**config.mk**
```make
export PLATFORM = sky130hd
export DESIGN_NAME = motion_coproc_host_register_port
export DESIGN_NICKNAME = d
export VERILOG_FILES = /design/src/coproc_pkg.sv /design/src/pin_port_if.sv /design/src/host_bus_sync.sv /design/src/pin_port.sv /design/src/motion_coproc_host_register_port.sv
export VERILOG_INCLUDE_DIRS = /design/src /design/src/src
export SDC_FILE = /design/constraint.sdc
export NUM_CORES = 1
export LEC_CHECK = 0
export ABC_AREA = 0
export BUFFER_PORTS_ARGS = -buffer_cell sky130_fd_sc_hd__buf_2
export CORE_ASPECT_RATIO = 1.2
export CORE_MARGIN = 1.5
export CORE_UTILIZATION = 56
export DETAILED_ROUTE_END_ITERATION = 10
export PLACE_DENSITY = 0.88
export REMOVE_ABC_BUFFERS = 1
export SKIP_LAST_GASP = 1
export SLEW_MARGIN = 20
export SYNTH_ARGS = -nofsm -noshare
export SYNTH_HDL_FRONTEND = slang
export SYNTH_SLANG_ARGS = --single-unit
```
**constraint.sdc**
```tcl
create_clock -name i_clock -period 17 [get_ports i_clock]
set_input_delay 0.85 -clock i_clock [delete_from_list [all_inputs] [get_ports i_clock]]
set_output_delay 0.85 -clock i_clock [all_outputs]
set_load 0.05 [all_outputs]
```
**src/coproc_defs.svh**
```systemverilog
// Register offsets, field positions, reset values and timing counts.
`ifndef COPROC_DEFS_SVH
`define COPROC_DEFS_SVH
`define WORD_WIDTH 12
`define ADDR_WIDTH 4
`define PIN_COUNT 6
`define ADC_WIDTH 11
`define SHORT_WIDTH 7
`define WR_REVERSE_ANGLE 4'h0
`define WR_INPUT_1 4'h1
`define WR_INPUT_2 4'h2
`define WR_INPUT_3 4'h3
`define WR_FORWARD_ANGLE 4'h4
`define WR_PWM_PERIOD 4'h5
`define WR_PWM_ON_A 4'h6
`define WR_PWM_ON_B 4'h7
`define WR_PWM_ON_C 4'h8
`define WR_PWM_DEADTIME 4'h9
`define WR_PWM_DELETION 4'hA
`define WR_PIN_CONTROL 4'hB
`define WR_PIN_DATA 4'hC
`define WR_SYSTEM_CONTROL 4'hD
`define RD_RESULT_0 4'h0
`define RD_RESULT_1 4'h1
`define RD_RESULT_2 4'h2
`define RD_RESULT_3 4'h3
`define RD_ADC_V 4'h5
`define RD_ADC_W 4'h6
`define RD_ADC_AUX 4'h7
`define RD_ADC_U 4'h8
`define RD_PIN_DATA 4'hC
`define RD_SYSTEM_CONTROL 4'hD
`define RD_SYSTEM_STATUS 4'hE
`define CTRL_AUX_LO 0
`define CTRL_AUX_HI 1
`define CTRL_CONVERT_U 3
`define CTRL_CONVERT_AUX 4
`define CTRL_DIVIDE 5
`define CTRL_TRANSFORM_IE 6
`define CTRL_ADC_IE 7
`define CTRL_LEVEL_MODE 8
`define CTRL_THREE_PHASE 10
`define STAT_ADC 0
`define STAT_TRANSFORM 1
`define STAT_PIN 2
`define STAT_VALID 4
`define STAT_ANY 11
`define CONTROL_RESET 12'h000
`define PIN_CONTROL_RESET 12'h000
`define SYNC_STAGES 2
`endif

```
**src/coproc_pkg.sv**
```systemverilog
// Types shared by the host register port modules.
package coproc_pkg;
   typedef logic [11:0] word_t;
   typedef logic [3:0] addr_t;
   typedef logic [5:0] pins_t;
   typedef enum logic [1:0] {
      IRQ_IDLE = 2'b00,
      IRQ_PULSE = 2'b01,
      IRQ_HOLD = 2'b10
   } irq_state_t;
endpackage : coproc_pkg

```
**src/pin_port_if.sv**
```systemverilog
// Carrier between the register port and the digital pin port.
`timescale 1ns/100ps
interface pin_port_if;
   import coproc_pkg::*;
   logic data_write;
   word_t write_value;
   word_t control;
   pins_t read_value;
   logic change_event;
   modport regs (output data_write, output write_value, output control,
      input read_value, input change_event);
   modport port (input data_write, input write_value, input control,
      output read_value, output change_event);
endinterface : pin_port_if

```
**src/host_bus_sync.sv**
```systemverilog
// Synchroniser and strobe decoder for the host parallel bus pins.
`timescale 1ns/100ps
`include "coproc_defs.svh"
module host_bus_sync (
   input wire logic i_clock,
   input wire logic i_rst,
   input wire logic i_cs_n,
   input wire logic i_rd_n,
   input wire logic i_wr_n,
   input wire coproc_pkg::addr_t i_addr,
   input wire coproc_pkg::word_t i_data,
   output logic o_write,
   output coproc_pkg::addr_t o_write_addr,
   output coproc_pkg::word_t o_write_data,
   output logic o_read_active,
   output logic o_read_end,
   output coproc_pkg::addr_t o_read_addr
);
   import coproc_pkg::*;
   logic [18:0] meta;
   logic [18:0] sync;
   logic [18:0] held;
   logic read_was;
   always_ff @(posedge i_clock or posedge i_rst) begin
      if (i_rst) begin
         meta <= 19'h7FFFF;
         sync <= 19'h7FFFF;
         held <= 19'h7FFFF;
      end else begin
         meta <= {i_cs_n, i_rd_n, i_wr_n, i_addr, i_data};
         sync <= meta;
         held <= sync;
      end
   end
   always_ff @(posedge i_clock or posedge i_rst) begin
      if (i_rst) begin
         read_was <= 1'b0;
      end else begin
         read_was <= o_read_active;
      end
   end
   // A write lands on the rising edge of the write strobe, using the
   // address and data seen while the strobe was still low.
   assign o_write = sync[16] && !held[16] && !held[18];
   assign o_write_addr = held[15:12];
   assign o_write_data = held[11:0];
   assign o_read_active = !sync[18] && !sync[17];
   assign o_read_end = read_was && !o_read_active;
   assign o_read_addr = sync[15:12];
endmodule : host_bus_sync

```
**src/pin_port.sv**
```systemverilog
// Six-bit digital pin port with direction control and change detection.
`timescale 1ns/100ps
`include "coproc_defs.svh"
module pin_port #(
   parameter int PINS = `PIN_COUNT
) (
   input wire logic i_clock,
   input wire logic i_rst,
   input wire logic [PINS-1:0] i_pins,
   output logic [PINS-1:0] o_pins,
   output logic [PINS-1:0] o_pins_oe,
   pin_port_if.port bus
);
   import coproc_pkg::*;
   logic [PINS-1:0] meta;
   logic [PINS-1:0] level;
   logic [PINS-1:0] level_was;
   logic [PINS-1:0] latch;
   logic [PINS-1:0] direction;
   logic [PINS-1:0] enable;
   logic [PINS-1:0] change;
   assign direction = bus.control[PINS-1:0];
   assign enable = bus.control[2*PINS-1:PINS];
   always_ff @(posedge i_clock or posedge i_rst) begin
      if (i_rst) begin
         meta <= '0;
         level <= '0;
         level_was <= '0;
      end else begin
         meta <= i_pins;
         level <= meta;
         level_was <= level;
      end
   end
   genvar g;
   for (g = 0; g < PINS; g++) begin : g_pin
      always_ff @(posedge i_clock or posedge i_rst) begin
         if (i_rst) begin
            latch[g] <= 1'b0;
         end else if (bus.data_write && direction[g]) begin
            latch[g] <= bus.write_value[g];
         end
      end
      assign change[g] = (level[g] ^ level_was[g]) && enable[g]
         && !direction[g];
      assign bus.read_value[g] = direction[g] ? latch[g] : level[g];
      assign o_pins[g] = latch[g];
      assign o_pins_oe[g] = direction[g];
   end
   assign bus.change_event = |change;
endmodule : pin_port

```
**src/motion_coproc_host_register_port.sv**
```systemverilog
// Host register port of the motion coprocessor.
`timescale 1ns/100ps
`include "coproc_defs.svh"
module motion_coproc_host_register_port (
   input wire logic i_clock,
   input wire logic i_rst,
   input wire logic i_cs_n,
   input wire logic i_rd_n,
   input wire logic i_wr_n,
   input wire coproc_pkg::addr_t i_addr,
   input wire coproc_pkg::word_t i_data,
   output coproc_pkg::word_t o_data,
   output logic o_data_oe,
   output logic o_irq_n,
   output logic o_irq_n_oe,
   input wire coproc_pkg::pins_t i_pins,
   output coproc_pkg::pins_t o_pins,
   output coproc_pkg::pins_t o_pins_oe,
   output logic o_sys_tick,
   output logic o_reverse_start,
   output logic o_forward_start,
   output coproc_pkg::word_t o_reverse_angle,
   output coproc_pkg::word_t o_forward_angle,
   output coproc_pkg::word_t o_reverse_input_1,
   output coproc_pkg::word_t o_reverse_input_2,
   output coproc_pkg::word_t o_reverse_input_3,
   output coproc_pkg::word_t o_pwm_period,
   output coproc_pkg::word_t o_pwm_on_time_a,
   output coproc_pkg::word_t o_pwm_on_time_b,
   output coproc_pkg::word_t o_pwm_on_time_c,
   output logic [6:0] o_pwm_deadtime,
   output logic [6:0] o_pwm_pulse_deletion,
   output logic [1:0] o_aux_select,
   output logic o_convert_u,
   output logic o_convert_aux,
   output logic o_reverse_three_phase,
   input wire logic i_transform_done,
   input wire logic i_adc_done,
   input wire coproc_pkg::word_t i_result_0,
   input wire coproc_pkg::word_t i_result_1,
   input wire coproc_pkg::word_t i_result_2,
   input wire coproc_pkg::word_t i_result_3,
   input wire logic [10:0] i_adc_v,
   input wire logic [10:0] i_adc_w,
   input wire logic [10:0] i_adc_aux,
   input wire logic [10:0] i_adc_u
);
   import coproc_pkg::*;

   logic write;
   addr_t write_addr;
   word_t write_data;
   logic read_active;
   logic read_end;
   addr_t read_addr;
   word_t system_control;
   word_t pin_port_control;
   logic stat_adc;
   logic stat_transform;
   logic stat_pin;
   logic stat_any;
   logic stat_valid;
   logic status_cleared;
   logic event_adc;
   logic event_transform;
   logic event_pin;
   logic event_any;
   logic tick_phase;
   logic pulse_left;
   irq_state_t irq_state;
   irq_state_t next_irq_state;
   word_t next_read_data;
   word_t status_word;

   pin_port_if pin_bus ();

   host_bus_sync u_sync (
      .i_clock(i_clock),
      .i_rst(i_rst),
      .i_cs_n(i_cs_n),
      .i_rd_n(i_rd_n),
      .i_wr_n(i_wr_n),
      .i_addr(i_addr),
      .i_data(i_data),
      .o_write(write),
      .o_write_addr(write_addr),
      .o_write_data(write_data),
      .o_read_active(read_active),
      .o_read_end(read_end),
      .o_read_addr(read_addr)
   );

   pin_port #(
      .PINS(`PIN_COUNT)
   ) u_pins (
      .i_clock(i_clock),
      .i_rst(i_rst),
      .i_pins(i_pins),
      .o_pins(o_pins),
      .o_pins_oe(o_pins_oe),
      .bus(pin_bus.port)
   );

   // Transform operand and angle registers.
   always_ff @(posedge i_clock or posedge i_rst) begin
      if (i_rst) begin
         o_reverse_angle <= '0;
         o_forward_angle <= '0;
         o_reverse_input_1 <= '0;
         o_reverse_input_2 <= '0;
         o_reverse_input_3 <= '0;
      end else if (write) begin
         case (write_addr)
            `WR_REVERSE_ANGLE: begin
               o_reverse_angle <= write_data;
            end
            `WR_INPUT_1: begin
               o_reverse_input_1 <= write_data;
            end
            `WR_INPUT_2: begin
               o_reverse_input_2 <= write_data;
            end
            `WR_INPUT_3: begin
               o_reverse_input_3 <= write_data;
            end
            `WR_FORWARD_ANGLE: begin
               o_forward_angle <= write_data;
            end
            default: begin
            end
         endcase
      end
   end

   // Start strobes are one clock wide and rise in the same clock as the angle load.
   always_ff @(posedge i_clock or posedge i_rst) begin
      if (i_rst) begin
         o_reverse_start <= 1'b0;
         o_forward_start <= 1'b0;
      end else begin
         o_reverse_start <= write && write_addr == `WR_REVERSE_ANGLE;
         o_forward_start <= write && write_addr == `WR_FORWARD_ANGLE;
      end
   end

   // Timer setting registers.
   always_ff @(posedge i_clock or posedge i_rst) begin
      if (i_rst) begin
         o_pwm_period <= '0;
         o_pwm_on_time_a <= '0;
         o_pwm_on_time_b <= '0;
         o_pwm_on_time_c <= '0;
         o_pwm_deadtime <= '0;
         o_pwm_pulse_deletion <= '0;
      end else if (write) begin
         case (write_addr)
            `WR_PWM_PERIOD: begin
               o_pwm_period <= write_data;
            end
            `WR_PWM_ON_A: begin
               o_pwm_on_time_a <= write_data;
            end
            `WR_PWM_ON_B: begin
               o_pwm_on_time_b <= write_data;
            end
            `WR_PWM_ON_C: begin
               o_pwm_on_time_c <= write_data;
            end
            `WR_PWM_DEADTIME: begin
               o_pwm_deadtime <= write_data[6:0];
            end
            `WR_PWM_DELETION: begin
               o_pwm_pulse_deletion <= write_data[6:0];
            end
            default: begin
            end
         endcase
      end
   end

   // Control registers; reserved locations 14 and 15 change nothing.
   always_ff @(posedge i_clock or posedge i_rst) begin
      if (i_rst) begin
         system_control <= `CONTROL_RESET;
         pin_port_control <= `PIN_CONTROL_RESET;
      end else if (write) begin
         if (write_addr == `WR_SYSTEM_CONTROL) begin
            system_control <= write_data;
         end
         if (write_addr == `WR_PIN_CONTROL) begin
            pin_port_control <= write_data;
         end
      end
   end

   assign pin_bus.control = pin_port_control;
   assign pin_bus.write_value = write_data;
   assign pin_bus.data_write = write && write_addr == `WR_PIN_DATA;

   assign o_aux_select = {system_control[`CTRL_AUX_LO],
      system_control[`CTRL_AUX_HI]};
   assign o_convert_u = system_control[`CTRL_CONVERT_U];
   assign o_convert_aux = system_control[`CTRL_CONVERT_AUX];
   assign o_reverse_three_phase = system_control[`CTRL_THREE_PHASE];

   // System clock enable: every clock, or every second one when halved.
   always_ff @(posedge i_clock or posedge i_rst) begin
      if (i_rst) begin
         tick_phase <= 1'b0;
      end else begin
         tick_phase <= !tick_phase && system_control[`CTRL_DIVIDE];
      end
   end
   assign o_sys_tick = !tick_phase;

   // Interrupt sources, gated by their enables.
   assign event_adc = i_adc_done && system_control[`CTRL_ADC_IE];
   assign event_transform = i_transform_done
      && system_control[`CTRL_TRANSFORM_IE];
   assign event_pin = pin_bus.change_event;
   assign event_any = event_adc || event_transform || event_pin;
   assign status_cleared = read_end && read_addr == `RD_SYSTEM_STATUS;

   // Sticky status flags; a new event wins over a clearing read.
   always_ff @(posedge i_clock or posedge i_rst) begin
      if (i_rst) begin
         stat_adc <= 1'b0;
         stat_transform <= 1'b0;
         stat_pin <= 1'b0;
         stat_any <= 1'b0;
      end else begin
         stat_adc <= event_adc || (stat_adc && !status_cleared);
         stat_transform <= event_transform
            || (stat_transform && !status_cleared);
         stat_pin <= event_pin || (stat_pin && !status_cleared);
         stat_any <= event_any || (stat_any && !status_cleared);
      end
   end

   // Results go invalid when a transform starts and valid when it ends.
   always_ff @(posedge i_clock or posedge i_rst) begin
      if (i_rst) begin
         stat_valid <= 1'b0;
      end else if (i_transform_done) begin
         stat_valid <= 1'b1;
      end else if (o_reverse_start || o_forward_start) begin
         stat_valid <= 1'b0;
      end
   end

   always_comb begin
      status_word = '0;
      status_word[`STAT_ADC] = stat_adc;
      status_word[`STAT_TRANSFORM] = stat_transform;
      status_word[`STAT_PIN] = stat_pin;
      status_word[`STAT_VALID] = stat_valid;
      status_word[`STAT_ANY] = stat_any;
   end

   // Request line state: edge pulse lasts one system clock.
   always_comb begin
      next_irq_state = irq_state;
      case (irq_state)
         IRQ_IDLE: begin
            if (event_any && system_control[`CTRL_LEVEL_MODE]) begin
               next_irq_state = IRQ_HOLD;
            end else if (event_any) begin
               next_irq_state = IRQ_PULSE;
            end
         end
         IRQ_PULSE: begin
            if (!pulse_left) begin
               next_irq_state = IRQ_IDLE;
            end
         end
         IRQ_HOLD: begin
            if (status_cleared && !event_any) begin
               next_irq_state = IRQ_IDLE;
            end
         end
         default: begin
            next_irq_state = IRQ_IDLE;
         end
      endcase
   end

   always_ff @(posedge i_clock or posedge i_rst) begin
      if (i_rst) begin
         irq_state <= IRQ_IDLE;
      end else begin
         irq_state <= next_irq_state;
      end
   end

   // A halved system clock makes the pulse two clocks long.
   always_ff @(posedge i_clock or posedge i_rst) begin
      if (i_rst) begin
         pulse_left <= 1'b0;
      end else if (irq_state == IRQ_IDLE) begin
         pulse_left <= system_control[`CTRL_DIVIDE];
      end else begin
         pulse_left <= 1'b0;
      end
   end

   assign o_irq_n = 1'b0;
   assign o_irq_n_oe = irq_state != IRQ_IDLE;

   // Read multiplexer; reserved locations read as zero.
   always_comb begin
      case (read_addr)
         `RD_RESULT_0: next_read_data = i_result_0;
         `RD_RESULT_1: next_read_data = i_result_1;
         `RD_RESULT_2: next_read_data = i_result_2;
         `RD_RESULT_3: next_read_data = i_result_3;
         `RD_ADC_V: next_read_data = {i_adc_v, 1'b0};
         `RD_ADC_W: next_read_data = {i_adc_w, 1'b0};
         `RD_ADC_AUX: next_read_data = {i_adc_aux, 1'b0};
         `RD_ADC_U: next_read_data = {i_adc_u, 1'b0};
         `RD_PIN_DATA: next_read_data = {6'h00, pin_bus.read_value};
         `RD_SYSTEM_CONTROL: next_read_data = system_control;
         `RD_SYSTEM_STATUS: next_read_data = status_word;
         default: next_read_data = '0;
      endcase
   end

   // Data bus is driven from one clock after a read is seen until one clock after it ends.
   always_ff @(posedge i_clock or posedge i_rst) begin
      if (i_rst) begin
         o_data <= '0;
         o_data_oe <= 1'b0;
      end else begin
         o_data_oe <= read_active;
         if (read_active) begin
            o_data <= next_read_data;
         end
      end
   end
endmodule : motion_coproc_host_register_port

```
# Word-level counts from Yosys, hierarchy flattened
# Cells that the tools add are included.
# op_classes
n_eq_ne,28
mux,15
n_bitwise,6
reduce_logical,76
# ops
operator,count
case mux 12 bit (11 select lines),1
"== test 4 bit, second input constant",10
logical AND 1 bit,35
"== test 4 x 3 -> 1 bit, second input constant",7
AND reduction 2 bit,13
"== test 4 x 2 -> 1 bit, second input constant",4
zero test 1 bit,14
two-way mux 1 bit,9
"== test 4 x 1 -> 1 bit, second input constant",2
zero test 4 bit,2
two-way mux 2 bit,4
logical OR 1 bit,7
case mux 2 bit (3 select lines),1
OR reduction 6 bit,1
XOR 1 bit,6
"!= test 2 bit, second input constant",2
nonzero test 2 bit,2
"!= test 3 bit, second input constant",1
AND reduction 3 bit,1
"== test 2 x 1 -> 1 bit, second input constant",1
"== test 2 bit, second input constant",1
zero test 2 bit,1
# word_totals
regBits,251
out_inout_bits,157
elab_cells,162

# Logic depth before layout (Yosys ltp)
# Gate-level depths: netlist of run 1.
# depth
word_depth,9
depth_mapped,7
depth_no_buf,5

# By module
# A second synthesis of run 1 with hierarchy kept.
# hier_totals
hier_cells,763
hier_area_um2,10238.6
# by_module_without_submodules
mod,instances,cells_per_inst,area_per_inst_um2,seq_area_each_um2
motion_coproc_host_register_port,1,618,7622.3,4254.1
host_bus_sync,1,81,1674.1,1496.4
pin_port,1,64,942.2,600.6

# Worst setup path after synthesis of run 1
# No wires, ideal clock.
# synth_path
path_type,reg-to-reg
startpoint,register u_sync.sync[16]
endpoint,register o_reverse_angle[0]
setup_ns,0.125
arrival_ns,1.847
t_required_ns,16.875
path_slack_ns,15.028
stages_incl_launch_ff,6
n_path_buf,1
path_cell_list,dfstp_2 > nor3b_2 > or3b_4 > nor3_4 > buf_6 > mux2_2
# synth_between
elab_chain_len,3
# synth_rtl
element,line_no,text
start: declaration,host_bus_sync.sv:21,logic [18:0] sync;
start signal: assignment,host_bus_sync.sv:31,sync <= meta;
logical AND 1 bit (2 in a row),host_bus_sync.sv:44,assign o_write = sync[16] && !held[16] && !held[18];
AND reduction 2 bit (no source line),-,
end signal: assignment,motion_coproc_host_register_port.sv:115,o_reverse_angle <= write_data;
end: declaration,motion_coproc_host_register_port.sv:22,"output coproc_pkg::word_t o_reverse_angle,"
# Every way passes these cells.
# A chain may end at the register's enable or synchronous reset.

# Worst setup path in the final report of run 1
# layout_path
startpoint,register u_sync.sync[14]
endpoint,register o_data[1]
# layout_between
elab_chain_len,2
# layout_rtl
element,line_no,text
"== test 4 bit, or another cell as far along",motion_coproc_host_register_port.sv:311,case (read_addr)
case mux 12 bit (11 select lines) *,motion_coproc_host_register_port.sv:311,
end signal: assignment,motion_coproc_host_register_port.sv:335,o_data <= next_read_data;
end: declaration,motion_coproc_host_register_port.sv:12,"output coproc_pkg::word_t o_data,"
# Mark *: on every way between the ends. The rest lies on a longest branch, timed or not.

==> metrics, run 1 <==
crit-path max FO 31; status finished clean; total power roughly 1.6 mW; GRT Residual Overflow 0; Post-CTS Repair Setup Buffers 0; Rows 53; drt via density 5.78; Data required, critical path roughly 17 ns; Reg clk slew, reported paths around 0.06 ns; vias in the first global route 7103; P_leak approximately 6.1 nW; Placed Area 11300 sq um; CTS-repair resized insts 0; Max-cap violations 0; ys async rst share 100%; Core Area 17400 sq um; global-route wire length before repair 40500 um; drt drc 0; syn avg cell area around 14 sq um; ant diodes 0; Mapped Cells 696; initial antenna violation count 0; die area 18500 sq um; Worst path slowest cell dfstp_2; Finish-stage setup viols 0; DP Worst Slack 13.63 ns; delay-heaviest family, CP flip-flops; Final nets about 1100; antenna viol nets, final 0; min cycle time layout 2.55 ns; Total Neg Setup Slack 0 ns; Pre-antenna DRT Iters 5; slowest stage delay, CP 0.92 ns; DP Cell Count approximately 1100; top post-synthesis cells by area dfrtp_1, mux2_2, dfstp_2, mux2i_1, nand2_1; period utilization approximately 15%; pin slew with the least headroom to its limit 1.06 ns; top-count cell post-synth dfrtp_1; Hold-fix buffers, CTS 0; port bufs 276; final number of max-transition violations 0; worst skew pair latency 0.51 ns; Area growth syn-to-layout 22.5%; Final Cell Area 12100 sq um; post-synthesis register bit count 250; top cell type's share of synthesized area 49.0%; Final Wtd Congestion 0.954; DR vias between 6000 and 7000; Cell Pwr Density around 130 nW/um^2; share of cells above drive strength 1 56.3%; Tot GR Track Use 28.5%; Hold Path Class flop to flop; DRT Wirelength 26900 um; Unique masters post-synth 56; Worst Skew 0.0120 ns; fmax 0.392 GHz; crit-path cells inv_1 -> maj3_1 -> a221oi_1 -> o21ai_0 -> o211ai_1; I/O Pins 278; number of H-tree levels 1; Final Hold Vio Count 0; CP endpoint kind flop; Max clock buf depth 3; sequential element share of the synthesized area 63.8%; top_reg_cell synth dfrtp_1; Initial Util 56.8%; Final Instance Count excl. Fillers 1186; EDFF count, synth 0; Worst Path Buf+Inv 1; CTS buffer count 24; clk sinks 250; peak supply drop 0.000119 V; synth cell count leaders dfrtp_1, mux2_2, dfstp_2; setup ws final 14.45 ns; CTS tree yes; die height 149 um; largest net degree at the start of global routing between 90 and 100; biggest regs u_sync.meta x19, u_sync.sync x19, u_sync.held x18; Synth area leader dfrtp_1; Post-DP HPWL approximately 19000 um; Iteration-0 DRC Markers 389; die width 124 um; synth warn 0; critical path type flop to flop; Worst slew margin 28.7%; RSZ-0062 raised after global routing no; startpoint types flop; CP arrival 2.96 ns; root buf cell clkbuf_16; Post-Syn Area 9910 sq um; detailed-route wire length per cell between 20 and 25 um
[layout by cell type (no fill, tap or decap), types with 3 or more instances in the layout]
| cell type | count |
|---|---|
| mux2i_1 | 16 |
| a22oi_1 | 12 |
| inv_1 | 7 |
| o32ai_1 | 4 |
| nor3_1 | 6 |
| a21oi_1 | 6 |
| a22o_1 | 8 |
| nor2_1 | 20 |
| nor4_1 | 3 |
| nor2b_1 | 8 |
| xor2_1 | 4 |
| clkinv_2 | 5 |
| dfrtp_1 | 194 |
| clkbuf_1 | 6 |
| clkbuf_8 | 5 |
| nand3b_1 | 6 |
| mux2_2 | 159 |
| nand4_1 | 3 |
| a32oi_1 | 11 |
| o22ai_1 | 4 |
| and2_1 | 3 |
| a211oi_1 | 3 |
| o21ai_0 | 14 |
| nand3_1 | 10 |
| clkbuf_16 | 25 |
| dfstp_2 | 56 |
| buf_2 | 276 |
| nand2b_1 | 5 |
| a221oi_1 | 3 |
| nand2_1 | 32 |
| a221o_1 | 3 |
| a31oi_1 | 6 |
[worst reg2reg max path, cell delays in order, from the launching register on]
cell	delay (ns)
dfstp_2	0.92
inv_1	0.23
maj3_1	0.41
a221oi_1	0.58
o21ai_0	0.19
o211ai_1	0.14
[routing by layer]
layer,global-route usage [%],vias to the layer above,wire [um]
met5,0,-,0
met4,12.1,0,1100
met3,7.93,75,2380
met2,50.4,396,13700
met1,32.6,3385,9690
li1,-,2996,-
[worst paths after layout]
| kind | startpoint | to | slack, ns | depth (start not counted) |
|---|---|---|---|---|
| worst min-delay path | u_pins.meta[1]$_DFF_PP0_ | u_pins.level[1]$_DFF_PP0_ | 0.35 | 0 |
| worst max register to register | u_sync.sync[14]$_DFF_PP1_ | o_data[1]$_DFFE_PP0P_ | 14.45 | 5 |
| worst max-delay path | u_sync.sync[14]$_DFF_PP1_ | o_data[1]$_DFFE_PP0P_ | 14.45 | 5 |
| max in group asynchronous | i_rst | u_sync.held[4]$_DFF_PP1_ | 14.57 | 5 |
| worst min register to register | u_pins.meta[1]$_DFF_PP0_ | u_pins.level[1]$_DFF_PP0_ | 0.35 | 0 |
| min in group asynchronous | i_rst | o_data[8]$_DFFE_PP0P_ | 0.44 | 2 |
[where the power goes]
part           switching (mW)  internal [mW]  total, mW
Clock                   0.217          0.307      0.524
Combinational           0.240         0.0934      0.334
Sequential             0.0507          0.662      0.713
[final cells by class]
| type | count | area (sq um) |
|---|---|---|
| Tap cell | 220 | 275 |
| Sequential cell | 250 | 6330 |
| Multi-Input combinational cell | 386 | 3300 |
| Clock inverter | 7 | 66.3 |
| Clock buffer | 36 | 717 |
| Inverter | 8 | 37.5 |
| Timing Repair Buffer | 279 | 1420 |
| Fill cell | 1207 | 5300 |
[logic make-up after synthesis]
kind of cell | after synthesis | synth area share, %
adder cells (fa/ha/maj) | 1 | 0.101
other | 1 | 0.0378
XOR/XNOR | 6 | 0.530
AO/OA/AOI/OAI | 91 | 6.83
flip-flops | 250 | 63.8
buffers and inverters | 60 | 2.99
multiplexers | 175 | 19.7
AND/OR/NAND/NOR | 112 | 6.02
[through the flow]
stage	hold slack, ns	util, %
floorplan	0.331	-
global placement	0.333	65.0
detailed placement	0.336	65.0
CTS	0.350	69.5
global route	0.357	69.6
finish	0.347	69.6
Power figures use the tool's default switching activity.
==> run 2, diff against run 1 <==
Settings changed: CORE_UTILIZATION 56 to 52, PLACE_DENSITY 0.88 to 0.83.
Clock period 17 ns to 2.4 ns, I/O delays scaled along.
==> run 2 against run 1 <==
Against the previous run:
- final area is 5.4% higher
- wire length is 1.5% higher
- cell count is 7.6% higher
- core utilization is 1.5 points lower
- sequential cell count stayed put
- largest power group unchanged
==> metrics, run 2 (same netlist as run 1, synthesis figures left out) <==
share of cells above drive strength 1 55.4%; DRT Wirelength 27200 um; status finished clean; Reg clk slew, reported paths 0.07 ns; initial antenna violation count 1; fmax ~0.46 GHz; r2r setup slk 0.24 ns; total power 11.7 mW; antenna viol nets, final 0; Post-CTS Repair Setup Buffers 0; worst skew pair latency 0.51 ns; Total Neg Setup Slack 0 ns; Post-DP HPWL 19000 um; die width 129 um; setup ws final 0.243 ns; Placed Area 11600 sq um; detailed-route wire length per cell 21.4 um; CTS tree yes; Worst Skew around 0.013 ns; Core Area 18800 sq um; Max-cap violations 0; Hold Path Class input port to flop; Worst slew margin 55.5%; R2R depth 4; hold depth 3; Tot GR Track Use 27.5%; Final Wtd Congestion slightly below 1; Area growth syn-to-layout 29.2%; startpoint types flop; drt drc 0; Fin Hold WS 0.0397 ns; Rows 55; RSZ-0062 raised after global routing no; GRT Residual Overflow 0; CP endpoint kind flop; P_int 8.08 mW; Hold-fix buffers, CTS 33; final number of max-transition violations 0; Seq pwr share 42.8%; CTS buffer count 24; I/O Pins 278; Final nets 1122; largest net degree at the start of global routing 82; drt via density 5.55; Finish-stage setup viols 0; clock share of power 36.3%; pin slew with the least headroom to its limit around 0.67 ns; Final Cell Area 12800 sq um; Psw 3.63 mW; CTS-repair resized insts 0; most frequent cells in the layout buf_2, dfrtp_1, mux2_2; Data required, critical path 2.79 ns; DR vias 7080; FF+latch area 6330 sq um; period utilization 89.9%; Final Hold Vio Count 0; biggest regs u_sync.meta x19, u_sync.sync x19, u_sync.held x18; multi-input logic area 3300 sq um; P_leak 6.41 nW; Initial Util between 50 and 60%; FILL cells 1333; crit-path max FO 13; root buf cell clkbuf_16; vias in the first global route 7396; global-route wire length before repair a little over 40000 um; peak supply drop between 0.0007 and 0.0008 V; Combinational Power Share between 20% and 30%; Pre-antenna DRT Iters 5; Iteration-0 DRC Markers 421; number of H-tree levels 1; leading cell type in the layout, fill and taps excluded buf_2; die height 154 um; Cell Pwr Density 914 nW/um^2; sw frac 31.0%; clk sinks 250; min cycle time layout 2.16 ns; die area 19900 sq um; CP arrival 2.55 ns; critical path type flop to flop; port bufs approximately 280; Max clock buf depth 3; DP Worst Slack 0.260 ns
[run 2: cell types whose count changed in the layout (fill, tap and decap cells not counted), moves of 2 or more]
| cell | before | now |
|---|---|---|
| dlygate4sd3_1 | 0 | 33 |
| buf_4 | 2 | 19 |
| clkbuf_1 | 6 | 4 |
| bufinv_16 | 1 | 6 |
| buf_12 | 0 | 3 |
| clkinv_2 | 5 | 3 |
[run 2: per-stage QoR]
stage               instances  utilization [%]
floorplan                 644                -
global placement         1198             61.6
detailed placement       1198             61.6
CTS                      1275             68.1
global route             1276             68.2
finish                   1276             68.2
[run 2: cell type report]
cell class | instances | area share [%]
Inverter | 8 | 0.293
Sequential cell | 250 | 49.4
Tap cell | 256 | 2.50
Clock inverter | 11 | 1.65
Clock buffer | 33 | 5.43
Timing Repair Buffer | 331 | 15.0
Multi-Input combinational cell | 386 | 25.7
Antenna cell | 1 | 0.0195
[run 2: power by group through the flow]
stage | clock network, mW | registers [mW] | logic (mW)
global placement | 0 | 5.05 | 2.37
finish | 4.25 | 5.01 | 2.44
detailed placement | 0 | 5.08 | 2.40
floorplan | 0 | 6.11 | 0.618
global route | 4.50 | 5.07 | 2.56
CTS | 4.33 | 5.01 | 2.45
[run 2: per-layer routing]
layer / vias to the layer above / part of all wire [%] / GRT usage (%)
met1: 3525 / 38 / 31.8
met4: 0 / 3.2 / 10.5
met2: 379 / 50 / 47.5
li1: 3110 / - / -
met3: 66 / 9.1 / 8.82
met5: - / 0 / 0
[run 2: path summary, 6_finish.rpt]
check / to / from
min: o_data[3]$_DFFE_PP0P_ / i_adc_w[2]
max: o_forward_angle[0]$_DFFE_PP0P_ / u_sync.sync[16]$_DFF_PP1_
max in group asynchronous: u_sync.sync[0]$_DFF_PP1_ / i_rst
min in group asynchronous: o_data[2]$_DFFE_PP0P_ / i_rst
min reg2reg: u_pins.level[1]$_DFF_PP0_ / u_pins.meta[1]$_DFF_PP0_
max reg2reg: o_forward_angle[0]$_DFFE_PP0P_ / u_sync.sync[16]$_DFF_PP1_
[run 2: critical path: stages (launching register included)]
cell and delay, ns:
dfstp_2 0.53, nor3b_2 0.25, or3b_4 0.48, nor2_4 0.37, mux2_2 0.41
==> run 3, diff against run 2 <==
Settings changed: RECOVER_POWER set to 25.
==> run 3 against run 2 <==
Against the previous run:
- sequential share of layout area grew 0.11 points
- total power is essentially flat
- critical path depth grew 2
- core utilization shrank 0.15 points
- global-route usage is the same
- final area shrank 0.21%
- setup slack lost 0.084 ns
- clock-buffer cell count is the same
- fmax shrank 3.7%
- sequential cell count is the same
- critical path type unchanged
==> metrics, run 3 (same netlist as run 1, synthesis figures left out) <==
status finished clean; Hold Path Class input port to flop; critical path type flop to flop; Final Wtd Congestion just under 1; P_int 8.07 mW; drt drc 0; Worst slew margin under 10%; Area growth syn-to-layout 28.9%; Final Hold Vio Count 0; delay-heaviest family, CP flip-flops; Worst path slowest cell dfstp_1; die height between 150 and 200 um; FF+latch area around 6300 sq um; Max clock buf depth 3; Post-CTS Repair Setup Buffers 0; initial antenna violation count 1; Worst Path Buf+Inv 1; peak supply drop 0.000754 V; multi-input logic area 3300 sq um; Data required, critical path between 2 and 3 ns; Psw 3.63 mW; antenna viol nets, final 0; setup ws final roughly 0.16 ns; Initial Util 52.8%; fmax approximately 0.45 GHz; fin util 68.0%; FILL cells 1340; Core Area 18800 sq um; Seq pwr share 42.9%; Finish-stage setup viols 0; drt via density 5.53; Max-cap violations 0; RSZ-0062 raised after global routing no; sw frac slightly above 30%; Post-DP HPWL approximately 19000 um; global-route wire length before repair 41300 um; Rows 55; DR vias 7055; Iteration-0 DRC Markers 404; Reg clk slew, reported paths 0.06 ns; port bufs 276; die area 19900 sq um; period utilization 93.4%; clock share of power 36.3%; final number of max-transition violations 0; crit-path max FO 23; Combinational Power Share 20.9%; P_leak 6.38 nW; slowest stage delay, CP a little under 0.9 ns; Final nets 1122; CP arrival 2.60 ns; root buf cell clkbuf_16; startpoint types flop; I/O Pins 278; pin slew with the least headroom to its limit between 1 and 1.5 ns; Fin Hold WS about 0.033 ns; total power 11.7 mW; most frequent cells in the layout buf_2, dfrtp_1, mux2_2; leading cell type in the layout, fill and taps excluded buf_2; GRT Residual Overflow 0; CTS tree yes; worst skew pair latency 0.51 ns; DRT Wirelength 27200 um; vias in the first global route 7396; detailed-route wire length per cell 21.3 um; largest net degree at the start of global routing 82; Pre-antenna DRT Iters 5; Tot GR Track Use 27.5%; DP Worst Slack 0.260 ns; biggest regs u_sync.meta x19, u_sync.sync x19, u_sync.held x18; min cycle time layout 2.24 ns; Total Neg Setup Slack 0 ns; CP endpoint kind flop; die width between 100 and 150 um; clk sinks 250; number of H-tree levels 1; share of cells above drive strength 1 54.7%; crit-path cells buf_12 -> nor2b_1 -> a32oi_1 -> o22ai_1 -> nor4_1 -> o21ai_0; Worst Skew between 0.01 and 0.015 ns; Cell Pwr Density roughly 920 nW/um^2; CTS buffer count 24
[run 3: cell types whose count changed in the layout (fill, tap and decap cells not counted), moves of 2 or more]
cell	previous run	this run
clkbuf_1	4	7
buf_12	3	1
dfstp_1	0	5
dfstp_2	56	51
buf_6	0	2
buf_2	276	273
[run 3: per-stage QoR]
stage          instances  cell area [sq um]
2_1_floorplan        644               9650
3_3_place_gp        1198              11600
3_5_place_dp        1198              11600
4_1_cts             1275              12800
5_1_grt             1276              12800
6_report            1276              12800
[run 3: power groups by stage]
stage	registers [mW]	logic [mW]	clock network [mW]
after detailed placement	5.08	2.40	0
after CTS	5.01	2.45	4.33
after global routing	5.07	2.56	4.50
final	5.01	2.44	4.25
after global placement	5.05	2.37	0
after floorplan	6.11	0.618	0
[run 3: final cells by class]
cell class / count / share of cell area [%]
antenna: 1 / 0.0196
inverter: 8 / 0.264
clock buffer: 33 / 5.45
timing repair buffer: 331 / 14.8
sequential: 250 / 49.5
multi-input combinational: 386 / 25.8
tap: 256 / 2.51
clock inverter: 11 / 1.66
[run 3: layer usage]
layer	track usage (%)	up-vias	part of all wire, %
met4	10.5	0	3.2
met1	31.8	3493	37
li1	-	3114	-
met5	0	-	0
met2	47.5	386	50
met3	8.82	62	9.4
[run 3: worst paths after layout]
path / start / slack [ns] / depth (start not counted) / to
max: u_sync.sync[15]$_DFF_PP1_ / 0.16 / 6 / o_data[2]$_DFFE_PP0P_
min: i_adc_w[2] / 0.03 / 3 / o_data[3]$_DFFE_PP0P_
max in group asynchronous: i_rst / 0.50 / 4 / o_reverse_input_1[11]$_DFFE_PP0P_
min reg2reg: u_pins.meta[1]$_DFF_PP0_ / 0.35 / 0 / u_pins.level[1]$_DFF_PP0_
min in group asynchronous: i_rst / 0.55 / 3 / o_data[2]$_DFFE_PP0P_
max reg2reg: u_sync.sync[15]$_DFF_PP1_ / 0.16 / 6 / o_data[2]$_DFFE_PP0P_
[run 3: what timing repair did]
action | CTS | global route
hold buffers | 33 | 0
endpoints found under the hold margin | 76 | 0
gates resized for setup | 0 | 0
[run 3: worst min-delay path, stage by stage]
cell and delay, ns:
buf_2 0.09, a31oi_1 0.11, a32oi_1 0.18
